<file path="src/hw/fcs_defines.svh">
`ifndef FCS_DEFINES_SVH
`define FCS_DEFINES_SVH
// Register indices; byte address is four times the index
`define FCS_IDX_CLKDIV   4'h0
`define FCS_IDX_SEC      4'h1
`define FCS_IDX_CFG      4'h2
`define FCS_IDX_ERRCFG   4'h3
`define FCS_IDX_STAT     4'h4
`define FCS_IDX_ERRSTAT  4'h5
`define FCS_IDX_PIDX     4'h6
`define FCS_IDX_PDATA    4'h7
`define FCS_IDX_CMD      4'h8
`define FCS_IDX_PROT     4'h9
`define FCS_IDX_ECCADR   4'ha
`define FCS_NUM_REGS     4'hb
// Status register bits
`define FCS_ST_COMMAND_COMPLETE_FLAG      7
`define FCS_ST_ACCESS_ERROR_FLAG    5
`define FCS_ST_PROTECTION_VIOLATION_FLAG    4
`define FCS_ST_MG1       1
`define FCS_ST_MG0       0
// Error status / error config bits
`define FCS_ER_DFD       1
`define FCS_ER_SFD       0
`define FCS_ER_EMU_LSB   2
// Protect register: bits 2..0 program region, 4..3 data region
`define FCS_PROT_ALL     5'h1f
// Security byte
`define FCS_SEC_ADDR     23'h7fff0f
`define FCS_SEC_ALLSET   8'hff
`define FCS_BACKDOOR_ENABLE_FIELD_ON     2'h2
`define FCS_SEC_FORCE    2'h2
`define FCS_CFG_COMMAND_COMPLETE_IRQ_ENABLE     7
// Command codes
`define FCS_C_RDONCE     8'h04
`define FCS_C_ERSALL     8'h08
`define FCS_C_UNSEC      8'h0b
`define FCS_C_UMARGIN    8'h0d
`define FCS_C_FMARGIN    8'h0e
`define FCS_C_FULLPART   8'h0f
`define FCS_C_ERSVFY     8'h10
`define FCS_C_PGM        8'h11
`define FCS_C_ERSSEC     8'h12
`define FCS_C_EEEON      8'h13
`define FCS_C_EEEOFF     8'h14
`define FCS_C_EEEQ       8'h15
`define FCS_C_PART       8'h20
// Read Once parameter indices and limit
`define FCS_PI_CMD       3'h0
`define FCS_PI_PHRASE    3'h1
`define FCS_PI_W0        3'h2
`define FCS_RO_MAXIDX    16'h0007
`endif

</file>
<file path="src/hw/fcs_pkg.sv">
package fcs_pkg;
    typedef enum logic [2:0] {
        ST_BOOT, ST_BOOT_WAIT, ST_IDLE, ST_RDONCE, ST_ALGO
    } fcs_state_t;
    typedef struct packed {
        logic        req;
        logic [22:0] addr;
    } fcs_nvm_req_t;
    typedef struct packed {
        logic        ack;
        logic [63:0] data;
        logic        err;
        logic        dbl;
    } fcs_nvm_rsp_t;
    typedef struct packed {
        logic        strobe;
        logic        pblock0;
        logic        dflash;
        logic [22:0] addr;
    } fcs_rd_t;
endpackage

</file>
<file path="src/hw/fcs_top.sv">
// Function
// - Security register read-only at index one
// - Reset loads security byte from configuration
// - Double fault at load sets all bits
// - Backdoor enabled only when field is 10
// - Backdoor unsecure forces lock bits 10
// - Erase all needs every protect bit set
// - Unsecure erases all then verifies
// - User margin; field margin special only
// - Full partition erases; partition does not
// - Erase verify, program, sector erase codes
// - Emulation enable, disable, query codes
// - Bad code, or program/erase with no divider, sets error
// - Data flash read during algorithm, or any read in erase all/unsecure, flags both faults if neither is set
// - Read once uses phrase index parameters
// - Clearing complete launches read, sets after
// - Block zero reads invalid during read
// - Read once launch errors set access error
// - Verify status bits track read errors
// - Command irq is flag and enable
// - Error irq from seven gated flags
//
// The APB slave port was decided locally.
`include "fcs_defines.svh"
`timescale 1ns/1ns
`default_nettype none
module fcs_top
    import fcs_pkg::*;
#(
    parameter logic [22:0] RO_BASE = 23'h400000
) (
    input  wire logic         pclk,
    input  wire logic         presetn,
    input  wire logic         psel,
    input  wire logic         penable,
    input  wire logic         pwrite,
    input  wire logic [31:0]  paddr,
    input  wire logic [31:0]  pwdata,
    output logic              pready,
    output logic [31:0]       prdata,
    output logic              pslverr,
    output fcs_nvm_req_t      nvm_out,
    input  wire fcs_nvm_rsp_t nvm_in,
    input  wire fcs_rd_t      rd_in,
    output logic              rd_invalid,
    input  wire logic         special_mode,
    input  wire logic         load_field_active,
    input  wire logic         backdoor_unlock,
    input  wire logic [4:0]   emu_err_set,
    input  wire logic         single_fault_set,
    output logic              algo_start,
    output logic [7:0]        algo_cmd,
    input  wire logic         algo_done,
    output logic              backdoor_enabled,
    output logic              cmd_irq,
    output logic              err_irq
);
    // Misaligned base would split the phrase fetch
    if (RO_BASE[2:0] != 3'h0) begin : g_bad_base
        $error("Read once base must be phrase aligned");
    end

    function automatic logic cmd_known(input logic [7:0] c);
        unique case (c)
            `FCS_C_RDONCE, `FCS_C_ERSALL, `FCS_C_UNSEC,
            `FCS_C_UMARGIN, `FCS_C_FMARGIN, `FCS_C_FULLPART,
            `FCS_C_ERSVFY, `FCS_C_PGM, `FCS_C_ERSSEC,
            `FCS_C_EEEON, `FCS_C_EEEOFF, `FCS_C_EEEQ,
            `FCS_C_PART: cmd_known = 1'b1;
            default:     cmd_known = 1'b0;
        endcase
    endfunction

    function automatic logic cmd_pe(input logic [7:0] c);
        unique case (c)
            `FCS_C_ERSALL, `FCS_C_UNSEC, `FCS_C_FULLPART,
            `FCS_C_PGM, `FCS_C_ERSSEC,
            `FCS_C_PART: cmd_pe = 1'b1;
            default:     cmd_pe = 1'b0;
        endcase
    endfunction

    fcs_state_t  state;
    logic [7:0]  clkdiv;
    logic        div_set;
    logic [7:0]  sec;
    logic        command_complete_flag;
    logic        access_error_flag;
    logic        protection_violation_flag;
    logic [1:0]  mgstat;
    logic        command_complete_irq_enable;
    logic [6:0]  err_en;
    logic [6:0]  err_flags;
    logic [2:0]  pidx;
    logic [15:0] params [6];
    logic [4:0]  prot;
    logic [22:0] ecc_addr;

    logic        acc;
    logic        wr;
    logic        rd;
    logic [3:0]  ridx;
    logic        mapped;
    assign acc    = psel & penable & pready;
    assign wr     = acc & pwrite;
    assign ridx   = paddr[5:2];
    assign mapped = (paddr[1:0] == 2'h0) && (paddr[31:6] == 26'h0)
                    && (ridx < `FCS_NUM_REGS);
    assign rd     = psel & penable & ~pready;

    // Launch by writing one to the complete flag while idle
    logic launch;
    logic [7:0] lcmd;
    logic lbad;
    logic ro_bad;
    assign launch = wr && mapped && ridx == `FCS_IDX_STAT
                    && pwdata[`FCS_ST_COMMAND_COMPLETE_FLAG] && command_complete_flag
                    && state == ST_IDLE;
    assign lcmd   = params[`FCS_PI_CMD][15:8];
    assign ro_bad = pidx != `FCS_PI_PHRASE || load_field_active
                    || params[`FCS_PI_PHRASE] > `FCS_RO_MAXIDX;
    assign lbad   = !cmd_known(lcmd)
                    || (cmd_pe(lcmd) && !div_set)
                    || (lcmd == `FCS_C_FMARGIN && !special_mode)
                    || (lcmd == `FCS_C_RDONCE && ro_bad)
                    || access_error_flag || protection_violation_flag;
    logic lprot;
    assign lprot  = lcmd == `FCS_C_ERSALL && prot != `FCS_PROT_ALL;

    // Bus answer: one wait state, registered data
    always_ff @(posedge pclk or negedge presetn) begin
        if (!presetn) begin
            pready  <= 1'b0;
            prdata  <= 32'h0;
            pslverr <= 1'b0;
        end else begin
            pready  <= rd;
            pslverr <= rd & ~mapped;
            if (rd && !pwrite && mapped) begin
                unique case (ridx)
                    `FCS_IDX_CLKDIV:  prdata <= {24'h0, clkdiv};
                    `FCS_IDX_SEC:     prdata <= {24'h0, sec};
                    `FCS_IDX_CFG:     prdata <= {24'h0, command_complete_irq_enable, 7'h0};
                    `FCS_IDX_ERRCFG:  prdata <= {25'h0, err_en};
                    `FCS_IDX_STAT:    prdata <= {24'h0, command_complete_flag, 1'b0,
                                         access_error_flag, protection_violation_flag, 2'h0, mgstat};
                    `FCS_IDX_ERRSTAT: prdata <= {25'h0, err_flags};
                    `FCS_IDX_PIDX:    prdata <= {29'h0, pidx};
                    `FCS_IDX_PDATA:   prdata <= (pidx < 3'h6) ?
                                         {16'h0, params[pidx]} : 32'h0;
                    `FCS_IDX_CMD:     prdata <= {24'h0, algo_cmd};
                    `FCS_IDX_PROT:    prdata <= {27'h0, prot};
                    `FCS_IDX_ECCADR:  prdata <= {9'h0, ecc_addr};
                    default:          prdata <= 32'h0;
                endcase
            end else begin
                prdata <= 32'h0;
            end
        end
    end

    // Plain software registers
    always_ff @(posedge pclk or negedge presetn) begin
        if (!presetn) begin
            clkdiv <= 8'h0;
            div_set <= 1'b0;
            command_complete_irq_enable   <= 1'b0;
            err_en <= 7'h0;
            prot   <= 5'h0;
            pidx   <= 3'h0;
        end else if (wr && mapped) begin
            unique case (ridx)
                `FCS_IDX_CLKDIV: begin
                    clkdiv  <= pwdata[7:0];
                    div_set <= 1'b1;
                end
                `FCS_IDX_CFG:    command_complete_irq_enable   <= pwdata[`FCS_CFG_COMMAND_COMPLETE_IRQ_ENABLE];
                `FCS_IDX_ERRCFG: err_en <= pwdata[6:0];
                `FCS_IDX_PROT:   prot   <= pwdata[4:0];
                `FCS_IDX_PIDX: begin
                    if (command_complete_flag && state == ST_IDLE)
                        pidx <= pwdata[2:0];
                end
                default: ;
            endcase
        end
    end

    // Command sequencer and nonvolatile read port
    logic [63:0] d;
    assign d = nvm_in.data;
    always_ff @(posedge pclk or negedge presetn) begin
        if (!presetn) begin
            state      <= ST_BOOT;
            nvm_out    <= '0;
            sec        <= 8'h0;
            algo_start <= 1'b0;
            algo_cmd   <= 8'h0;
            for (int i = 0; i < 6; i++)
                params[i] <= 16'h0;
        end else begin
            algo_start <= 1'b0;
            if (wr && mapped && ridx == `FCS_IDX_PDATA && command_complete_flag
                && state == ST_IDLE && pidx < 3'h6)
                params[pidx] <= pwdata[15:0];
            if (backdoor_unlock)
                sec[1:0] <= `FCS_SEC_FORCE;
            unique case (state)
                ST_BOOT: begin
                    nvm_out.req  <= 1'b1;
                    nvm_out.addr <= `FCS_SEC_ADDR;
                    state        <= ST_BOOT_WAIT;
                end
                ST_BOOT_WAIT: begin
                    if (nvm_in.ack) begin
                        nvm_out.req <= 1'b0;
                        // Phrase is big endian; byte 7 is low
                        sec <= nvm_in.dbl ? `FCS_SEC_ALLSET
                                          : d[7:0];
                        state <= ST_IDLE;
                    end
                end
                ST_IDLE: begin
                    if (launch && !lbad && !lprot) begin
                        algo_cmd <= lcmd;
                        if (lcmd == `FCS_C_RDONCE) begin
                            nvm_out.req  <= 1'b1;
                            nvm_out.addr <= RO_BASE +
                                {params[`FCS_PI_PHRASE][2:0], 3'h0};
                            state <= ST_RDONCE;
                        end else begin
                            // Erase-all, unsecure, margins, partition,
                            // verify, program, sector erase, emulation
                            algo_start <= 1'b1;
                            state      <= ST_ALGO;
                        end
                    end
                end
                ST_RDONCE: begin
                    if (nvm_in.ack) begin
                        nvm_out.req <= 1'b0;
                        for (int w = 0; w < 4; w++)
                            params[w + 2] <= d[63 - 16*w -: 16];
                        state <= ST_IDLE;
                    end
                end
                ST_ALGO: begin
                    if (algo_done)
                        state <= ST_IDLE;
                end
                default: state <= ST_BOOT;
            endcase
        end
    end

    // Status flags; hardware set wins over software clear
    logic clr_stat;
    logic done_now;
    assign clr_stat = wr && mapped && ridx == `FCS_IDX_STAT;
    assign done_now = (state == ST_BOOT_WAIT && nvm_in.ack)
                      || (state == ST_RDONCE && nvm_in.ack)
                      || (state == ST_ALGO && algo_done);
    always_ff @(posedge pclk or negedge presetn) begin
        if (!presetn) begin
            command_complete_flag   <= 1'b0;
            access_error_flag <= 1'b0;
            protection_violation_flag <= 1'b0;
            mgstat <= 2'h0;
        end else begin
            if (done_now)
                command_complete_flag <= 1'b1;
            else if (launch && !lbad && !lprot)
                command_complete_flag <= 1'b0;
            if (launch && lbad)
                access_error_flag <= 1'b1;
            else if (clr_stat && pwdata[`FCS_ST_ACCESS_ERROR_FLAG])
                access_error_flag <= 1'b0;
            if (launch && !lbad && lprot)
                protection_violation_flag <= 1'b1;
            else if (clr_stat && pwdata[`FCS_ST_PROTECTION_VIOLATION_FLAG])
                protection_violation_flag <= 1'b0;
            if (launch && !lbad && !lprot)
                mgstat <= 2'h0;
            else if (state == ST_RDONCE && nvm_in.ack)
                mgstat <= {nvm_in.err | nvm_in.dbl, nvm_in.dbl};
        end
    end

    // Invalid reads while an algorithm owns the block
    logic hit;
    logic all_blk;
    assign all_blk = algo_cmd == `FCS_C_ERSALL
                     || algo_cmd == `FCS_C_UNSEC;
    assign hit = rd_in.strobe
                 && ((state == ST_ALGO && (all_blk || rd_in.dflash))
                 || (state == ST_RDONCE && rd_in.pblock0));
    logic [6:0] err_clr;
    assign err_clr = (wr && mapped && ridx == `FCS_IDX_ERRSTAT) ?
                     pwdata[6:0] : 7'h0;
    logic first_bad;
    assign first_bad = hit && !err_flags[`FCS_ER_SFD]
                       && !err_flags[`FCS_ER_DFD];
    always_ff @(posedge pclk or negedge presetn) begin
        if (!presetn) begin
            err_flags  <= 7'h0;
            ecc_addr   <= 23'h0;
            rd_invalid <= 1'b0;
        end else begin
            rd_invalid <= hit;
            err_flags[6:`FCS_ER_EMU_LSB] <=
                (err_flags[6:`FCS_ER_EMU_LSB] & ~err_clr[6:2])
                | emu_err_set;
            err_flags[`FCS_ER_DFD] <= (err_flags[`FCS_ER_DFD]
                & ~err_clr[`FCS_ER_DFD]) | first_bad;
            err_flags[`FCS_ER_SFD] <= (err_flags[`FCS_ER_SFD]
                & ~err_clr[`FCS_ER_SFD]) | first_bad
                | single_fault_set;
            if (first_bad)
                ecc_addr <= rd_in.addr;
        end
    end

    // Level interrupt requests and backdoor status
    always_ff @(posedge pclk or negedge presetn) begin
        if (!presetn) begin
            cmd_irq          <= 1'b0;
            err_irq          <= 1'b0;
            backdoor_enabled <= 1'b0;
        end else begin
            cmd_irq <= command_complete_flag & command_complete_irq_enable;
            err_irq <= |(err_flags & err_en);
            backdoor_enabled <= sec[7:6] == `FCS_BACKDOOR_ENABLE_FIELD_ON;
        end
    end
endmodule
`default_nettype wire

</file>
<file path="config.mk">
export PLATFORM = sky130hd
export DESIGN_NAME = fcs_top
export DESIGN_NICKNAME = d
export VERILOG_FILES = /design/src/hw/fcs_pkg.sv /design/src/hw/fcs_top.sv
export VERILOG_INCLUDE_DIRS = /design/src /design/src/hw
export SDC_FILE = /design/constraint.sdc
export NUM_CORES = 1
export LEC_CHECK = 0
export BUFFER_PORTS_ARGS = -buffer_cell sky130_fd_sc_hd__buf_2
export CAP_MARGIN = 10
export CORE_UTILIZATION = 45
export DETAILED_ROUTE_END_ITERATION = 10
export GPL_ROUTABILITY_DRIVEN = 0
export PLACE_DENSITY = 0.68
export SYNTH_ARGS = -nofsm -noshare
export SYNTH_HDL_FRONTEND = slang
export SYNTH_SLANG_ARGS = --single-unit
</file>
<file path="constraint.sdc">
create_clock -name pclk -period 7.15 [get_ports pclk]
set_clock_uncertainty 0.1 [all_clocks]
set_input_delay 0.715 -clock pclk [delete_from_list [all_inputs] [get_ports pclk]]
set_output_delay 0.715 -clock pclk [all_outputs]
set_load 0.02 [all_outputs]
</file>
==> impl_metrics.env, run 1 <==
export IMPL_run_status="finished clean"
export IMPL_timing_critical_path_cells="buf_2 > and2_0 > and3_1 > nand4_1 > o21ai_0 > a31oi_1"
export IMPL_initial_utilization_pct=46.2
export IMPL_p_comb_share_pct=15.6
export IMPL_p_per_area_nw_per_um2=254
export IMPL_die_area_um2=24800
export IMPL_final_core_utilization_pct=53.7
export IMPL_yosys_register_bits=211
export IMPL_first_global_vias=8807
export IMPL_power_switching_fraction_pct=28.1
export IMPL_grt_total_usage_pct=27.1
export IMPL_place_hpwl_um=23200
export IMPL_die_h_um=157
export IMPL_min_delay_path_class="input port to asynchronous set/reset pin"
export IMPL_met2_usage_pct=42.3
export IMPL_synth_top_cells_by_area="dfrtp_1, mux2_2, o21ai_0"
export IMPL_synth_avg_cell_area_um2=10.2
export IMPL_post_synth_inst_count=1068
export IMPL_flow_area_growth_from_synthesis_pct=16.3
export IMPL_postCtsHoldBufs=0
export IMPL_cts_setup_buffers=0
export IMPL_ioPinCount=243
export IMPL_pwr_share_seq_pct=47.8
export IMPL_cts_sinks=211
export IMPL_post_synth_xor_area_fraction_pct=0.0806
export IMPL_power_frac_clock_pct=36.6
export IMPL_seq_area_frac_synth_pct=48.6
export IMPL_synth_mux_area_fraction_pct=14.6
export IMPL_totalWireLength_um=33800
export IMPL_global_route_wire_length_before_repair_um=50900
export IMPL_clock_insertion_delay_worst_skew_ns=0.51
export IMPL_grt_antenna_before_repair=0
export IMPL_worst_path_largest_cell_delay_ns=0.91
export IMPL_inserted_diodes=0
export IMPL_core_area_um2=23500
export IMPL_yosys_cell_types_count=67
export IMPL_yosysMostFrequentCell="dfrtp_1"
export IMPL_power_switching_w=0.000901
export IMPL_tritoncts="built"
export IMPL_cp_required_ns=7.39
export IMPL_cts_root_buf="clkbuf_16"
export IMPL_grt_use_met3_pct=4.13
export IMPL_worstPathArrival_ns=3.86
export IMPL_finalHoldViolations=0
export IMPL_worstMarginPinSlew_ns=1.04
export IMPL_final_period_utilization_pct=50.7
export IMPL_row_cnt=56
export IMPL_grt_use_met1_pct=38.0
export IMPL_drive_gt1_share_pct=30.5
export IMPL_critPathCaptureType="flip-flop"
export IMPL_ys_warn_count=0
export IMPL_largest_family_of_logic_cells_by_synthesized_area="simple AND/OR/NAND/NOR gates"
export IMPL_ys_top_cells_by_count="dfrtp_1, nor2_1, mux2_2, o21ai_0, clkbuf_1"
export IMPL_timing_max_slew_rel_slack_pct=30.3
export IMPL_fin_setup_tns_ns=0
export IMPL_max_clock_path_buffers=3
export IMPL_cp_slowest_cell="and3_1"
export IMPL_portBuffers=215
export IMPL_detail_route_wl_per_cell_um=22.0
export IMPL_power_report_internal_total_w=0.00231
export IMPL_adder_cell_share_of_the_synthesized_area_pct=0.461
export IMPL_detail_route_iter0_violations=1092
export IMPL_post_cts_resized_instances=0
export IMPL_synthDominantAreaCellType="dfrtp_1"
export IMPL_fin_hold_ws_ns=0.0938
export IMPL_avgViaCountPerCell=6.04
export IMPL_remaining_drc_errors=0
export IMPL_synth_edff_count=0
export IMPL_p_leak_nw=5.69
export IMPL_drv_max_cap_violation_count=0
export IMPL_firstDrtPassIters=5
export IMPL_dominantRegCellSynth="dfrtp_1"
export IMPL_cts_inserted_buffers=24
export IMPL_fmaxAchievable_ghz=0.276
export IMPL_drtAntennaViolNets=0
export IMPL_number_of_failing_setup_endpoints_in_the_final_timing_report=0
export IMPL_synth_async_reset_ratio_pct=100
export IMPL_setup_worst_path_class="input port to flip-flop"
export IMPL_pin_count_of_the_biggest_net_entering_global_routing=96
export IMPL_clkSlewWorstSetupHoldPaths_ns=0.06
export IMPL_post_synth_top_area_fraction_pct=48.6
export IMPL_vdd_ir_drop_max_mv=0.158
export IMPL_slew_viol_final=0
export IMPL_nNetsFinal=1381
export IMPL_cts_htree_levels=1
export IMPL_simple_gate_share_of_the_synthesized_area_pct=15.3
export IMPL_setup_repair_after_global_routing_missed_its_margin="no"
export IMPL_minimum_clock_period_ns=3.63
export IMPL_synth_cell_area_um2=10900
export IMPL_grt_busiest_layer="met2"
export IMPL_die_x_um=157
export IMPL_synth_compound_gate_area_share_pct=14.6
export IMPL_timing_critical_path_from_type="input port"
export IMPL_grt_remaining_overflow=0
export IMPL_worst_path_max_fanout=23
export IMPL_via_count=9293
[layout by cell type (no fill, tap or decap), drive strengths merged, types with 18 or more instances in the layout]
master,synthesis,routed
a21oi,22,22
a22oi,18,18
a31oi,68,68
buf,49,226
clkbuf,77,33
dfrtp,211,211
inv,21,21
mux2,89,89
mux2i,32,32
nand2,22,22
nand3,54,54
nand4,41,41
nor2,108,108
o21ai,86,86
[state kept, by name (all words and copies together), names as in the netlist, 2 cells and up]
register,cells
algo_cmd,8
clkdiv,8
ecc_addr,23
err_en,7
err_flags,7
lcmd,8
mgstat,2
nvm_out,6
params,88
pidx,3
prdata,23
prot,5
sec,8
state,3
[cells by family (layout without fill, tap and decap cells)]
| logic type | Yosys count | in the layout |
|---|---|---|
| AND/OR/NAND/NOR | 317 | 317 |
| AO/OA/AOI/OAI | 254 | 254 |
| flip-flops | 211 | 211 |
| buffers and inverters | 148 | 290 |
| multiplexers | 132 | 132 |
| adder cells (fa/ha/maj) | 4 | 4 |
| other | 1 | 11 |
| XOR/XNOR | 1 | 1 |
[critical path: cells and delay by family]
family / cells / cell delay, ns
AO/OA/AOI/OAI: 2 / 0.64
AND/OR/NAND/NOR: 3 / 2.11
buffers and inverters: 1 / 0.38
[metal layers]
metal  vias to the layer above  part of all wire [%]
met4                         0                   3.8
met3                        73                   8.4
li1                       4182                     -
met2                       522                    46
met1                      4516                    42
met5                         -                     0
[layout make-up]
cell class                 count  area (um2)
clock buffer                  32         672
clock inverter                 9        76.3
fill                        2121       10900
inverter                      22        82.6
multi-input combinational    719        4950
sequential                   211        5280
tap                          319         399
timing repair buffer         227        1170
[power by group through the flow]
stage / clock, W / combinational [W] / sequential (W)
finish: 0.00118 / 0.000501 / 0.00153
global placement: 0 / 0.000476 / 0.00154
detailed placement: 0 / 0.000492 / 0.00155
CTS: 0.00119 / 0.000497 / 0.00153
global route: 0.00124 / 0.000553 / 0.00155
floorplan: 0 / 0.000318 / 0.00150
[worst paths after layout]
| kind | slack (ns) | cells past startpoint | end | from |
|---|---|---|---|---|
| setup / recovery | 3.52 | 6 | params[13] | paddr[2] |
| hold / removal | 0.09 | 1 | algo_cmd[5] | presetn |
| setup reg to reg | 3.73 | 5 | params[13] | pidx[0] |
| hold reg to reg | 0.37 | 1 | prdata[20] | ecc_addr[20] |
| max in group asynchronous | 5.45 | 2 | params[26] | presetn |
| min in group pclk | 0.29 | 2 | err_flags[6] | emu_err_set[4] |
[per-stage QoR]
stage | cell area, um2 | instances | total power (W) | worst slack [ns]
finish | 12600 | 1539 | 0.00321 | 3.52
CTS | 12600 | 1539 | 0.00322 | 3.71
global route | 12600 | 1539 | 0.00335 | 3.41
global placement | 11900 | 1498 | 0.00202 | 3.27
floorplan | 10900 | 1078 | 0.00182 | 4.37
detailed placement | 11900 | 1498 | 0.00204 | 3.18
No activity file was read; power rests on OpenSTA's default activity.
==> run 2, diff against run 1 <==
- clock period: 7.15 -> 3.7 ns (I/O delays scaled with it)
==> run 2 against run 1 <==
Against the previous run: combinational power grew 99%; total power is 99% higher; clock power increased by 100%; cell area grew 3.6%; utilization grew 1.9 points; setup slack got worse by 2.9 ns; sequential power increased by 94%; hold slack worse by 0.078 ns; flip-flop and latch count unchanged; register-to-register slack worse by 3.1 ns; largest power group unchanged; highest routed layer unchanged.
==> impl_metrics.env, run 2 (synthesis results as in run 1) <==
export IMPL_pin_count_of_the_biggest_net_entering_global_routing=96
export IMPL_nNetsFinal=1420
export IMPL_timing_critical_path_from_type="flip-flop"
export IMPL_flow_area_growth_from_synthesis_pct=20.4
export IMPL_finalHoldViolations=0
export IMPL_cts_setup_buffers=0
export IMPL_fin_setup_tns_ns=0
export IMPL_top_regs="params (88), ecc_addr (23), prdata (23)"
export IMPL_ioPinCount=243
export IMPL_number_of_failing_setup_endpoints_in_the_final_timing_report=0
export IMPL_minimum_clock_period_ns=3.04
export IMPL_detail_route_iter0_violations=704
export IMPL_setup_repair_after_global_routing_missed_its_margin="no"
export IMPL_fmaxAchievable_ghz=0.329
export IMPL_via_count=9333
export IMPL_p_per_area_nw_per_um2=487
export IMPL_slew_viol_final=0
export IMPL_worst_path_largest_cell_delay_ns=0.57
export IMPL_worstMarginPinSlew_ns=0.837
export IMPL_timing_max_slew_rel_slack_pct=44.2
export IMPL_drtAntennaViolNets=0
export IMPL_cts_sinks=211
export IMPL_worstPathArrival_ns=3.33
export IMPL_cts_htree_levels=1
export IMPL_cp_slowest_cell="dfrtp_1"
export IMPL_critPathCaptureType="flip-flop"
export IMPL_timing_critical_path_cells="buf_4 > nand2_1 > and3_1 > and3_1 > nand4b_2 > mux2_2"
export IMPL_max_clock_path_buffers=3
export IMPL_detail_route_wl_per_cell_um=21.6
export IMPL_path_buf_inv=1
export IMPL_grt_antenna_before_repair=0
export IMPL_min_delay_path_class="input port to flip-flop"
export IMPL_max_flop_register="params"
export IMPL_kind_of_cell_with_the_highest_combined_delay_on_the_critical_path="simple AND/OR/NAND/NOR gates"
export IMPL_critPathMostFrequentCell="and3_1"
export IMPL_cts_root_buf="clkbuf_16"
export IMPL_cp_required_ns=3.99
export IMPL_row_cnt=56
export IMPL_grt_remaining_overflow=0
export IMPL_drive_gt1_share_pct=30.0
export IMPL_p_leak_nw=5.89
export IMPL_mostFrequentLayoutCells="buf_2, dfrtp_1, nor2_1"
export IMPL_inserted_diodes=0
export IMPL_cts_inserted_buffers=24
export IMPL_largest_register_ff_count=88
export IMPL_layout_setup_ws_ns=0.662
export IMPL_grt_total_usage_pct=27.8
export IMPL_drv_max_cap_violation_count=0
export IMPL_avgViaCountPerCell=5.91
export IMPL_most_common_cell_after_layout_fill_and_taps_aside="buf_2"
export IMPL_portBuffers=215
export IMPL_run_status="finished clean"
export IMPL_place_hpwl_um=23500
export IMPL_totalWireLength_um=34100
export IMPL_remaining_drc_errors=0
export IMPL_initial_utilization_pct=46.2
export IMPL_tritoncts="built"
export IMPL_clkSlewWorstSetupHoldPaths_ns=0.06
export IMPL_core_area_um2=23500
export IMPL_die_h_um=157
export IMPL_vdd_ir_drop_max_mv=0.299
export IMPL_setup_worst_path_class="flip-flop to flip-flop"
export IMPL_die_area_um2=24800
export IMPL_worst_path_max_fanout=16
export IMPL_firstDrtPassIters=6
export IMPL_clock_insertion_delay_worst_skew_ns=0.52
export IMPL_first_global_vias=9209
export IMPL_pre_cts_slack_ns=0.579
export IMPL_final_period_utilization_pct=82.1
export IMPL_global_route_wire_length_before_repair_um=52200
export IMPL_die_x_um=157
[run 2: changes by cell type in the layout (fill, tap and decap cells not counted), moves of 2 or more]
cell           before  now
clkbuf_8            3    7
clkbuf_1            5    8
dlygate4sd3_1       0   31
buf_4              12   18
clkinv_2            6    1
buf_12              0    2
[run 2: worst paths after layout]
path / from / cells after the start / slack [ns] / to
min in group asynchronous: presetn / 2 / 0.36 / state[1]
max: pidx[1] / 6 / 0.66 / params[85]
min reg2reg: ecc_addr[18] / 1 / 0.37 / prdata[18]
max in group asynchronous: presetn / 3 / 2.20 / prdata[20]
min: nvm_in[2] / 3 / 0.02 / sec[0]
max reg2reg: pidx[1] / 6 / 0.66 / params[85]
[run 2: cell type report]
cell class / count / area, um2
Fill cell: 2126 / 10500
Sequential cell: 211 / 5280
Multi-Input combinational cell: 719 / 4950
Timing Repair Buffer: 266 / 1570
Clock buffer: 39 / 738
Tap cell: 319 / 399
Inverter: 22 / 82.6
Clock inverter: 3 / 65.1
[run 2: per-stage QoR]
step	power [W]	hold WS [ns]	cell area (um2)	utilization, %	cells
2_1_floorplan	0.00352	-0.0256	10900	-	1078
5_1_grt	0.00667	0.00524	13100	55.6	1579
6_report	0.00638	0.0159	13100	55.6	1579
3_3_place_gp	0.00391	0.351	12000	50.9	1506
3_5_place_dp	0.00396	0.354	12000	50.9	1506
4_1_cts	0.00640	0.00224	13100	55.6	1579
[run 2: power breakdown]
part	switching (W)	internal, W	total, W
clock	0.000920	0.00149	0.00241
combinational	0.000560	0.000437	0.000998
sequential	0.000258	0.00271	0.00297
total	0.00174	0.00464	0.00638
[run 2: per-layer routing]
| metal | share of wire (%) | track usage, % | up-vias |
|---|---|---|---|
| li1 | - | - | 4244 |
| met1 | 43 | 39.2 | 4535 |
| met2 | 45 | 42.7 | 492 |
| met3 | 8.5 | 4.65 | 62 |
| met4 | 3.6 | 10.4 | 0 |
| met5 | 0 | 0 | - |
[run 2: repair_timing]
item                                   in CTS  in global routing
endpoints found under the hold margin     111                  0
setup endpoints to repair                   0                  0
hold buffers                               31                  0
gates resized for setup                     0                  0
[run 2: worst register-to-register path, cell delays in order (launching register included)]
cell and delay [ns]:
dfrtp_1 0.57, buf_4 0.30, nand2_1 0.07, and3_1 0.50
and3_1 0.32, nand4b_2 0.55, mux2_2 0.50
